`src/logic/gpc_pkg.sv`:
```
// Package of constants and reset values for the general purpose port block
//
// Overview of operation
// - Port read gives pins, write goes to latch
// - Latch write equals port write; reads stored latch
// - Writes merge sampled pins with masked data
// - Direction one tristates, zero drives latch value
// - Analog pins other than master clear read zero through port path
// - Analog select disables digital input, reads zero except master clear pin
// - Analog select leaves digital output working
// - Analog select resets analog; software clears it
// - Pull-up enable bit controls each pin's pull-up
// - Threshold bit picks Schmitt or TTL input
// - Slew bit set limits pin slew rate
// - Open-drain bit set makes output sink only
// - Per-pin rising or falling edge raises event
// - Enabled I2C pad peripherals read I2C levels
// - After reset all pins are inputs, driver off
// - Peripheral owns output, pin still readable
// - Analog output forces digital driver off
// - Config, analog out, then port or peripheral
// - Master clear disabled makes input-only port pin
// - Master clear bit read-only, reads one if enabled
// - Pull-up forced by master clear or low-voltage programming
package gpc_pkg;

    localparam int unsigned   PIN_COUNT      = 8;
    localparam int unsigned   CLEAR_PIN_BIT  = 3;
    localparam int unsigned   SYNC_STAGES    = 2;

    // Values after reset
    localparam logic [7:0]    LATCH_RESET    = 8'h00;
    localparam logic [7:0]    DIR_RESET      = 8'hFF;
    localparam logic [7:0]    ANALOG_RESET   = 8'hFF;
    localparam logic [7:0]    PULLUP_RESET   = 8'h00;
    localparam logic [7:0]    THRESH_RESET   = 8'hFF;
    localparam logic [7:0]    SLEW_RESET     = 8'hFF;
    localparam logic [7:0]    DRAIN_RESET    = 8'h00;
    localparam logic [7:0]    ZERO_BYTE      = 8'h00;

    // Single-bit mask of the master clear pin inside the port
    localparam logic [7:0]    CLEAR_PIN_MASK = 8'h08;

endpackage

```
`src/logic/gpc_port.sv`:
```
// Eight-pin general purpose port: latch, direction, input paths and pin ownership
`timescale 1ns/100ps
module gpc_port
    import gpc_pkg::*;
(
    // Clock and reset
    input  wire logic       ref_clk,
    input  wire logic       reset_n,
    // Software register writes, one strobe per register
    input  wire logic       wr_port_value,
    input  wire logic       wr_output_latch,
    input  wire logic       wr_direction_ctrl,
    input  wire logic       wr_analog_select,
    input  wire logic       wr_pull_up_enable,
    input  wire logic       wr_input_threshold_sel,
    input  wire logic       wr_slew_limit,
    input  wire logic       wr_open_drain_sel,
    input  wire logic [7:0] wr_data,
    input  wire logic [7:0] wr_mask,
    // Software register readback
    output logic      [7:0] port_pin_value,
    output logic      [7:0] output_latch,
    output logic      [7:0] direction_ctrl,
    output logic      [7:0] analog_select,
    output logic      [7:0] pull_up_enable,
    output logic      [7:0] input_threshold_sel,
    output logic      [7:0] slew_limit,
    output logic      [7:0] open_drain_sel,
    // Configuration bits
    input  wire logic       master_clear_enable,
    input  wire logic       low_voltage_prog,
    input  wire logic [7:0] cfg_pin_own,
    // Pin pad inputs, asynchronous
    input  wire logic [7:0] pin_st_in,
    input  wire logic [7:0] pin_ttl_in,
    input  wire logic [7:0] pin_i2c_in,
    // Pin pad drive
    output logic      [7:0] pin_out,
    output logic      [7:0] pin_oe,
    output logic      [7:0] pad_pull_up,
    output logic      [7:0] pad_slew_limit,
    output logic      [7:0] pad_open_drain,
    // Peripherals
    input  wire logic [7:0] periph_en,
    input  wire logic [7:0] periph_out,
    input  wire logic [7:0] i2c_pad_ctrl,
    input  wire logic [7:0] analog_out_en,
    output logic      [7:0] periph_in,
    // Master clear reset request
    output logic            master_clear_req,
    // Edge events
    input  wire logic [7:0] edge_rise_en,
    input  wire logic [7:0] edge_fall_en,
    output logic      [7:0] edge_flags,
    output logic            edge_change_irq
);

    logic [7:0] std_level;
    logic [7:0] std_sync;
    logic [7:0] i2c_sync;
    logic [7:0] std_prev;
    logic [7:0] pins_read;
    logic [7:0] latch_merge;
    logic [7:0] gp_drive;
    logic [7:0] next_pin_out;
    logic [7:0] next_pin_oe;
    logic [7:0] next_periph_in;
    logic [7:0] next_pull_up;
    logic [7:0] next_edges;
    logic       clear_pull_force;

    // Threshold mux ahead of the synchroniser; switching it live can glitch
    assign std_level = (input_threshold_sel & pin_st_in)
                     | (~input_threshold_sel & pin_ttl_in);

    gpc_sync #(
        .WIDTH    (PIN_COUNT)
    ) u_sync_std (
        .ref_clk  (ref_clk),
        .reset_n  (reset_n),
        .async_in (std_level),
        .sync_out (std_sync)
    );

    gpc_sync #(
        .WIDTH    (PIN_COUNT)
    ) u_sync_i2c (
        .ref_clk  (ref_clk),
        .reset_n  (reset_n),
        .async_in (pin_i2c_in),
        .sync_out (i2c_sync)
    );

    // Port read path: analog pins gated to zero, master clear reads one when enabled
    always_comb
    begin
        pins_read = std_sync & ~analog_select;
        // The master clear position has no analog buffer, so analog select is ignored there
        if (master_clear_enable)
            pins_read[CLEAR_PIN_BIT] = 1'b1;
        else
            pins_read[CLEAR_PIN_BIT] = std_sync[CLEAR_PIN_BIT];
    end

    // Write merges the sampled pins with the masked data bits
    assign latch_merge = (pins_read & ~wr_mask) | (wr_data & wr_mask);

    always_ff @(posedge ref_clk or negedge reset_n)
    begin
        if (!reset_n)
            port_pin_value <= ZERO_BYTE;
        else
            port_pin_value <= pins_read;
    end

    // Output latch; the master clear position has no latch bit
    always_ff @(posedge ref_clk or negedge reset_n)
    begin
        if (!reset_n)
            output_latch <= LATCH_RESET;
        else if (wr_port_value || wr_output_latch)
            output_latch <= latch_merge & ~CLEAR_PIN_MASK;
    end

    // Direction; master clear position is fixed as input
    always_ff @(posedge ref_clk or negedge reset_n)
    begin
        if (!reset_n)
            direction_ctrl <= DIR_RESET;
        else if (wr_direction_ctrl)
            direction_ctrl <= wr_data | CLEAR_PIN_MASK;
    end

    // Analog select comes up analog so the input buffers start disabled
    always_ff @(posedge ref_clk or negedge reset_n)
    begin
        if (!reset_n)
            analog_select <= ANALOG_RESET;
        else if (wr_analog_select)
            analog_select <= wr_data;
    end

    // Remaining per-pin pad settings
    always_ff @(posedge ref_clk or negedge reset_n)
    begin
        if (!reset_n)
        begin
            pull_up_enable      <= PULLUP_RESET;
            input_threshold_sel <= THRESH_RESET;
            slew_limit          <= SLEW_RESET;
            open_drain_sel      <= DRAIN_RESET;
        end
        else
        begin
            if (wr_pull_up_enable)
                pull_up_enable <= wr_data;
            if (wr_input_threshold_sel)
                input_threshold_sel <= wr_data;
            if (wr_slew_limit)
                slew_limit <= wr_data;
            if (wr_open_drain_sel)
                open_drain_sel <= wr_data;
        end
    end

    // Pin ownership: config bits, then analog out, then port or peripheral
    always_comb
    begin
        gp_drive = ~direction_ctrl;
        gp_drive = gp_drive & ~analog_out_en;
        gp_drive = gp_drive & ~cfg_pin_own;
        gp_drive[CLEAR_PIN_BIT] = 1'b0;
        // Analog select is not consulted here on purpose
        next_pin_out = (periph_en & periph_out)
                     | (~periph_en & output_latch);
        // Open drain only enables the driver while pulling low
        next_pin_oe = gp_drive & ~(open_drain_sel & next_pin_out);
    end

    always_ff @(posedge ref_clk or negedge reset_n)
    begin
        if (!reset_n)
        begin
            pin_out <= ZERO_BYTE;
            pin_oe  <= ZERO_BYTE;
        end
        else
        begin
            pin_out <= next_pin_out;
            pin_oe  <= next_pin_oe;
        end
    end

    // Pull-up off while driving; master clear pull-up forced by configuration
    assign clear_pull_force = (master_clear_enable && !low_voltage_prog) || low_voltage_prog;

    always_comb
    begin
        next_pull_up = pull_up_enable & ~next_pin_oe;
        if (clear_pull_force)
            next_pull_up[CLEAR_PIN_BIT] = 1'b1;
    end

    // Pad settings and peripheral inputs registered for clean outputs
    always_comb
    begin
        next_periph_in = (periph_en & i2c_pad_ctrl & i2c_sync)
                       | (~(periph_en & i2c_pad_ctrl) & std_sync);
        next_periph_in = next_periph_in & ~analog_select;
    end

    always_ff @(posedge ref_clk or negedge reset_n)
    begin
        if (!reset_n)
        begin
            pad_pull_up      <= PULLUP_RESET;
            pad_slew_limit   <= SLEW_RESET;
            pad_open_drain   <= DRAIN_RESET;
            periph_in        <= ZERO_BYTE;
            master_clear_req <= 1'b0;
        end
        else
        begin
            pad_pull_up      <= next_pull_up;
            pad_slew_limit   <= slew_limit;
            pad_open_drain   <= open_drain_sel;
            periph_in        <= next_periph_in;
            master_clear_req <= master_clear_enable && !std_sync[CLEAR_PIN_BIT];
        end
    end

    // Edge detection on the synchronised, analog-gated levels
    assign next_edges = (edge_rise_en & pins_read & ~std_prev)
                      | (edge_fall_en & ~pins_read & std_prev);

    always_ff @(posedge ref_clk or negedge reset_n)
    begin
        if (!reset_n)
        begin
            std_prev        <= ZERO_BYTE;
            edge_flags      <= ZERO_BYTE;
            edge_change_irq <= 1'b0;
        end
        else
        begin
            std_prev        <= pins_read;
            edge_flags      <= next_edges;
            edge_change_irq <= |next_edges;
        end
    end
endmodule

```
`src/logic/gpc_sync.sv`:
```
// Two-flop synchroniser for a bus of independent asynchronous levels
`timescale 1ns/100ps
module gpc_sync
    import gpc_pkg::*;
#(
    parameter int unsigned WIDTH = 8
)
(
    // Clock and reset
    input  wire logic             ref_clk,
    input  wire logic             reset_n,
    // Levels
    input  wire logic [WIDTH-1:0] async_in,
    output logic      [WIDTH-1:0] sync_out
);

    logic [WIDTH-1:0] meta;

    // First stage feeds only the second stage
    always_ff @(posedge ref_clk or negedge reset_n)
    begin
        if (!reset_n)
        begin
            meta     <= '0;
            sync_out <= '0;
        end
        else
        begin
            meta     <= async_in;
            sync_out <= meta;
        end
    end

endmodule

```
`config.mk`:
```
export PLATFORM = sky130hd
export DESIGN_NAME = gpc_port
export DESIGN_NICKNAME = d
export VERILOG_FILES = /design/src/logic/gpc_pkg.sv /design/src/logic/gpc_port.sv /design/src/logic/gpc_sync.sv
export SDC_FILE = /design/constraint.sdc
export NUM_CORES = 1
export LEC_CHECK = 0
export ABC_AREA = 1
export CORE_MARGIN = 1
export CORE_UTILIZATION = 37
export DETAILED_ROUTE_END_ITERATION = 6
export DONT_BUFFER_PORTS = 1
export PLACE_DENSITY_LB_ADDON = 0.08
export SYNTH_ARGS = -nofsm -noshare
export SYNTH_HDL_FRONTEND = slang
export SYNTH_SLANG_ARGS = --single-unit
```
`constraint.sdc`:
```
create_clock -name ref_clk -period 1.2 [get_ports ref_clk]
set_input_delay 0.06 -clock ref_clk [delete_from_list [all_inputs] [get_ports ref_clk]]
set_output_delay 0.06 -clock ref_clk [all_outputs]
set_load 0.05 [all_outputs]
```
Word-level counts from Yosys, hierarchy flattened
Cells that the tools add are included.
Word-level totals
  memory bits (read-only): 0
  word-level logic and storage cells: 67
  bits in latches: 0
  memories kept: 0
  flip-flop bits (word level): 152
  output and inout port bits: 122
  bits in writable memories: 0
Operators by class
  multipliers: 0
  add/subtract/negate cells: 0
  eq/ne operators: 0
  bitwise gates (word level): 37
  order comparisons: 0
  shifts and indexed selects: 0
  mux-type cells: 2
  divide/modulo/power cells: 0
  reductions and logical operators: 7
Operator list (number)
  8-bit bitwise AND: 20
  8-bit inverter: 12
  8-bit OR: 5
  8-bit OR reduction: 1
  1-bit logical AND: 2
  1-bit zero test: 2
  1-bit logical OR: 2
  1-bit 2-to-1 mux: 2

Depth between registers and ports, before layout
Gate-level depths: netlist (run 1).
  depth in word-level cells: 9
  mapped depth: 7

Modules after synthesis
A second synthesis (run 1) with hierarchy kept.
Second synthesis, totals
  cell total of the unflattened synthesis: 470
  area total of the unflattened synthesis: 5449.0 µm²
By module, submodules not included
  gpc_port: times used 1, area an instance 4648.2 µm², cells each 438
  gpc_sync: times used 2, area an instance 400.4 µm², cells each 16

Worst setup path after synthesis (run 1)
OpenSTA, ideal clock, no wires.
  kind: register to register
  from: register analog_select[6]
  to: register edge_change_irq
  slack: -0.029 ns
  clock period less this slack: 1.229 ns
  path buffers: 0
  arrival time: 1.110 ns
  cell stages (with the launch flop): 8
  setup time: 0.119 ns
  cell sequence: dfstp_2 -> inv_2 -> nand2_1 -> nand2_1 -> nand2_1 -> nand2_1 -> nor2_1 -> nand2_1
Between the ends
  word-level cells in the longest chain between the ends: 7
  elaborated cells between the ends (all ways): 9
RTL lines
  from (decl): line gpc_port.sv:24  | output logic [7:0] analog_select,
  from (signal assigned): line gpc_port.sv:140  | analog_select <= wr_data;
  8-bit inverter (*): line gpc_port.sv:97  | pins_read = std_sync & ~analog_select;
  8-bit bitwise AND (*): line gpc_port.sv:97
  8-bit inverter: line gpc_port.sv:234  | | (edge_fall_en & ~pins_read & std_prev);
  8-bit bitwise AND (2 in a row): line gpc_port.sv:234
  8-bit OR (*): line gpc_port.sv:234
  8-bit OR reduction (*): line gpc_port.sv:248  | edge_change_irq <= |next_edges;
  to (signal assigned): line gpc_port.sv:248
  to (decl): line gpc_port.sv:55  | output logic edge_change_irq
Mark *: on every way between the ends. The rest lies on a longest branch, timed or not.
A chain may end at the register's enable or synchronous reset.

Worst setup path in the final report (run 1)
  from: register analog_select[0]
  to: output port analog_select[0]
No word-level cell between the ends.

==> results of run 1 <==
final cells by class:
cell class | count | area, um^2
Timing Repair Buffer | 180 | 1820
Inverter | 57 | 214
Sequential cell | 151 | 3830
Clock inverter | 10 | 130
Tap cell | 180 | 225
Clock buffer | 20 | 457
Multi-Input combinational cell | 253 | 1380
Fill cell | 1159 | 6040
Antenna cell | 1 | 2.50
power groups by stage:
stage,sequential (mW),clock (mW),combinational [mW]
after floorplan,7.42,0,0.562
after global placement,6.75,0,1.71
after detailed placement,6.76,0,1.72
after CTS,6.71,5.45,2.28
after global routing,6.77,5.67,2.47
final,6.71,5.32,2.31
final timing paths:
path / endpoint / slack (ns) / cells after the start / start
max: analog_select[0] / -0.04 / 2 / analog_select[0]$_DFFE_PN1P_
min reg2reg: u_sync_std.sync_out[7]$_DFF_PN0_ / 0.34 / 0 / u_sync_std.meta[7]$_DFF_PN0_
min in group ref_clk: output_latch[1]$_DFFE_PN0P_ / 0.03 / 2 / wr_port_value
max reg2reg: edge_change_irq$_DFF_PN0_ / 0.03 / 7 / analog_select[5]$_DFFE_PN1P_
max in group asynchronous: direction_ctrl[5]$_DFFE_PN1P_ / 1.60 / 0 / reset_n
min: periph_in[3]$_DFF_PN0_ / -0.67 / 0 / reset_n
critical path, cell delays in order (launching register included):
cell,delay [ns]
dfstp_2,0.53
buf_6,0.10
buf_8,0.13
cells by family (layout without fill, tap and decap cells):
group	Yosys count	in the layout	synth area share (%)
compound gates	68	68	8.01
buf+inv	67	267	5.10
flops	151	151	70.2
mux	23	23	4.75
other cells	2	4	0.138
simple gates	159	159	11.8
cell usage in the layout (no fill, tap or decap):
master / count
clkbuf_16: 17
mux2_1: 16
clkinv_2: 5
nand2_4: 1
clkbuf_1: 1
o21ai_2: 14
nor2_2: 7
dlygate4sd3_1: 102
or2_4: 1
a21oi_1: 8
dfstp_2: 38
diode_2: 1
inv_2: 16
clkbuf_8: 2
a21boi_2: 7
mux2_2: 7
nand2_2: 12
dfrtp_1: 112
bufinv_16: 3
inv_1: 41
nor3_1: 6
buf_6: 3
conb_1: 3
o21ai_0: 39
buf_4: 48
dfstp_4: 1
clkinvlp_4: 2
nor3_2: 1
nor2_1: 12
nand2_1: 119
buf_8: 27
timing repair:
item                                    4_1_cts  5_1_grt
endpoints found under the setup margin       32       32
setup buffers                                13        4
cloned                                        0        0
pin swaps                                     4        3
resized for setup                            57       11
endpoints found under the hold margin       263      151
state kept, by name, summed over array words and instances (netlist names), 7 cells and up:
name and count:
pad_pull_up 8, u_sync_i2c.sync_out 8, input_threshold_sel 8, std_prev 8
slew_limit 8, analog_select 8, u_sync_std.meta 8, output_latch 7
pull_up_enable 8, periph_in 8, direction_ctrl 7, u_sync_i2c.meta 8
pad_open_drain 8, pin_oe 7, edge_flags 8, u_sync_std.sync_out 8
pad_slew_limit 8, pin_out 8, open_drain_sel 8
routing by layer:
metal | share of wire [%] | vias up | GRT usage, % | wire length, um
met5 | 0 | - | 0 | 0
met4 | 2.2 | 0 | 9.04 | 306
met3 | 6.3 | 23 | 6.18 | 887
met2 | 51 | 139 | 32.4 | 7240
met1 | 40 | 1860 | 22.9 | 5640
li1 | - | 1852 | - | -
==> results.cfg, run 1 <==
[global_routing]
antenna_found_initial = 1
gr-total-overflow = 0
grt_pass1_wl_mm = 21.3
track_usage_pct = 19.5
grt_pass1_vias = 4018
grt_max_degree = 152

[pwr]
seqPwrFrac_pct = 46.8
p_total_mw = 14.3
sw_frac_of_total_pct = 30.7
p_comb_share_pct = 16.1
netSwitchingPower_mw = 4.41
p_int_mw = 9.94
vdd_drop_max_mv = 0.846
clkPwrFrac_pct = 37.1
powerDensity_nw_per_um2 = 1780
p_leak_nw = 3.81

[cells_and_area]
fin_util_pct = 57.2
area_delta_synth_final_pct = 47.9
final_layout_size_suffix_gt1_share_pct = 31.6
final_cell_count_no_fill = 852
design_area_um2 = 8060
fin_nets = 768

[place]
dpl.hpwl_mm = 8.84
placed_area_um2 = 6070
place_ws_ns = 0.000570
port_buffers = 0
place.gp.congestion = 0.779
dp_cells = 702

[clock_network]
ctsLongestPathBuffers = 2
cts_root_buf = clkbuf_16
clock_latency_ns = 0.42
cts.sinks = 151
cts_tree = built
numCtsBuffers = 17
cts.reportedPaths.clkPinSlew_ns = 0.06
htree_num_levels = 4
postCtsHoldBufs = 102

[hold_path]
hold_path_class = input port to async pin

[die]
die_y_um = 123
coreArea_um2 = 14100
die_w_um = 123
start_util_pct = 38.7
row_count = 43
dieArea_um2 = 15200
io_pins = 230

[yosys]
synth_edf_count = 0
synth-seq-area-share_pct = 70.2
yosysWarnings = 0
postSynth.asyncResetShare_pct = 100
syn_area_um2 = 5450
synth_area_per_cell_um2 = 11.6
synth.most_common_cell = nand2_1
synth_top_area_share_pct = 51.4
synth_area_leader_cell = dfrtp_1
ys_ff_latch = 151
synthTopCellsByArea = dfrtp_1 51%, dfstp_2 19%, nand2_1 8.7%
ys_top_cells_by_count = 127 x nand2_1, 112 x dfrtp_1, 41 x inv_1
syn_inst = 470
yosysUniqueCellTypes = 20
synthFlopType = dfrtp_1

[setup_path]
cp-start-kind = flip-flop
crit_arrival_ns = 1.18
required_ns = 1.14
worstPathMaxFanout = 2
critical_path.endpoint_type = output port
worst-setup-path-type = flip-flop to output port

[timing]
setup_tns_ns = -0.0507
slew_headroom_pct = 47.4
whs_ns = -0.669
finalMaxSlewViolations = 0
timing.fmax_mhz = 806
setup_ws_ns = -0.0410
layout_min_cycle_time_ns = 1.24
worst_slew_pin_slew_ns = 0.786
rsz0062_at_grt = true
fin_skew_ns = 0.00778
hold_viol = 151
period_share_pct = 103
setup_violations = 4

[drt]
viasPerCell = 4.55
dr.pass1.iters = 4
ant_nets = 0
drt_wl_total_mm = 14.1
dr.first_iter.drc_count = 147
route.detailed.drc = 0
wire_per_inst_um = 16.5
dr_total_vias = 3874

[outcome]
violations = negative hold slack, negative setup slack
outcome = finished with violations

[run]
maxCapViolations = 0
(Power assumes the default switching activity.)
==> run 2, diff against run 1 <==
--- a/config.mk
+++ b/config.mk
@@ -13,4 +13,5 @@
 export PLACE_DENSITY_LB_ADDON = 0.08
 export SYNTH_ARGS = -nofsm -noshare
 export SYNTH_HDL_FRONTEND = slang
+export SYNTH_HIERARCHICAL = 1
 export SYNTH_SLANG_ARGS = --single-unit
==> results.cfg, run 2 <==
[drt]
dr_total_vias = 3946
viasPerCell = 4.56
drt_wl_total_mm = 14.2
dr.first_iter.drc_count = 150
ant_nets = 0
dr.pass1.iters = 4
route.detailed.drc = 0
wire_per_inst_um = 16.4

[setup_path]
ff2ff_setup_slack_ns = 0
crit_arrival_ns = 1.19
cpPeakStageDelay_ns = 0.54
required_ns = 1.14
critical_path.endpoint_type = output port
worst-setup-path-type = flip-flop to output port
worstPathCellList = buf_6 > buf_8
cp_slowest_cell = dfstp_2
cp-start-kind = flip-flop
worstPathMaxFanout = 2

[die]
dieArea_um2 = 15200
die_w_um = 123
io_pins = 230
start_util_pct = 38.7
coreArea_um2 = 14100
row_count = 43
die_y_um = 123

[yosys]
synth_area_per_cell_um2 = 11.6
synthTopCellsByArea = dfrtp_1 51%, dfstp_2 19%, nand2_1 8.7%
yosysUniqueCellTypes = 20
syn_area_um2 = 5450
ys_ff_latch = 151
yosysWarnings = 6
synth_top_area_share_pct = 51.4
synth_edf_count = 0
ys_top_cells_by_count = 127 x nand2_1, 112 x dfrtp_1, 41 x inv_1
postSynth.asyncResetShare_pct = 100
synth_area_leader_cell = dfrtp_1
synth-seq-area-share_pct = 70.2
synth.most_common_cell = nand2_1
syn_inst = 470
synthFlopType = dfrtp_1

[clock_network]
cts_tree = built
clock_latency_ns = 0.41
cts.reportedPaths.clkPinSlew_ns = 0.06
htree_num_levels = 4
postCtsHoldBufs = 102
ctsLongestPathBuffers = 2
numCtsBuffers = 17
cts_root_buf = clkbuf_16
cts.sinks = 151

[place]
place.gp.congestion = 0.826
dp_cells = 710
place_ws_ns = -0.0683
dpl.hpwl_mm = 8.86
port_buffers = 0

[timing]
hold_viol = 151
period_share_pct = 104
fin_skew_ns = 0.00598
setup_ws_ns = -0.0494
finalMaxSlewViolations = 0
rsz0062_at_grt = true
layout_min_cycle_time_ns = 1.25
setup_violations = 5
whs_ns = -0.660
timing.fmax_mhz = 800
slew_headroom_pct = 44.8
worst_slew_pin_slew_ns = 0.825

[cells_and_area]
fin_util_pct = 58.3
area_delta_synth_final_pct = 50.9
layout_common_cells = 114 x nand2_1, 112 x dfrtp_1, 102 x dlygate4sd3_1, 57 x buf_4, 41 x inv_1
final_cell_count_no_fill = 866
fin_nets = 780
final_layout_size_suffix_gt1_share_pct = 33.7
mostFrequentLayoutCell = nand2_1

[hold_path]
hold_path_class = input port to async pin

[pwr]
p_leak_nw = 3.89
powerDensity_nw_per_um2 = 1780
vdd_drop_max_mv = 0.881

[global_routing]
track_usage_pct = 19.5
antenna_found_initial = 2
grt_pass1_vias = 4109
grt_max_degree = 152
grt_pass1_wl_mm = 21.5
gr-total-overflow = 0

[run]
maxCapViolations = 0

[outcome]
violations = negative hold slack, negative setup slack
outcome = finished with violations
## run 2: cell types whose count changed in the layout (fill, tap and decap cells not counted), moves of 2 or more
cell      before  now
clkbuf_1       1    3
clkbuf_8       2    5
nor2_4         0    2
clkinv_2       5    2
buf_6          3    5
nand2_1      119  114
nand2_2       12   18
nor2_1        12   10
buf_4         48   57
## run 2: cell families (layout without fill, tap and decap cells)
| group | after synthesis | after routing | synth area share [%] |
|---|---|---|---|
| DFF | 151 | 151 | 70.2 |
| AOI/OAI and AO/OA | 68 | 68 | 8.01 |
| other | 2 | 4 | 0.138 |
| muxes | 23 | 23 | 4.75 |
| buffers and inverters | 67 | 281 | 5.10 |
| and+or+nand+nor | 159 | 159 | 11.8 |
## run 2: area by class of cell
cell class / count / area, um^2
well taps: 180 / 225
clock inverters: 7 / 115
repair buffers: 192 / 1930
inverters: 57 / 214
multi-input cells: 253 / 1400
flip-flops and latches: 151 / 3830
clock buffers: 25 / 505
fillers: 1158 / 5870
diodes: 1 / 2.50
## run 2: worst paths after layout
kind	start	endpoint	cells past startpoint
min in group ref_clk	wr_port_value	output_latch[7]$_DFFE_PN0P_	2
worst max-delay path	analog_select[4]$_DFFE_PN1P_	analog_select[4]	2
max in group asynchronous	reset_n	direction_ctrl[7]$_DFFE_PN1P_	0
worst max register to register	analog_select[4]$_DFFE_PN1P_	edge_change_irq$_DFF_PN0_	8
worst min-delay path	reset_n	u_sync_i2c/sync_out[5]$_DFF_PN0_	0
worst min register to register	u_sync_std/meta[4]$_DFF_PN0_	u_sync_std/sync_out[4]$_DFF_PN0_	0
## run 2: critical path, delay by kind of cell, from the launching register on
family | cells | cell delay, ns
buffers and inverters | 2 | 0.23
DFF | 1 | 0.54
## run 2: layer usage
layer | part of all wire [%] | vias up | GRT usage (%)
met5 | 0.091 | - | 0
met4 | 1.5 | 2 | 7.91
met3 | 7.4 | 20 | 6.69
met2 | 50 | 151 | 31.7
met1 | 41 | 1894 | 23.6
li1 | - | 1879 | -
## run 2: power by group
part / switching [mW] / internal [mW] / total (mW)
clock network: 1.99 / 3.54 / 5.54
registers: 1.04 / 5.67 / 6.71
logic: 1.42 / 0.993 / 2.41
## run 2: metrics by stage
step                      area (um^2)  TNS, ns  hold slack [ns]  power, mW
after floorplan                  5450  -0.0286           -0.236       7.98
after global placement           6130  -0.0571           -0.232       8.50
after detailed placement         6130  -0.0683           -0.232       8.52
after CTS                        8170   -0.362           -0.680       14.8
after global routing             8220   -0.684           -0.685       15.3
final                            8220   -0.183           -0.660       14.7
## run 2: repair_timing
action                                 in CTS  in global routing
setup buffers                              19                  2
endpoints found under the hold margin     263                151
pin swaps                                   8                  3
setup endpoints to repair                  31                 29
resized for setup                          69                 12
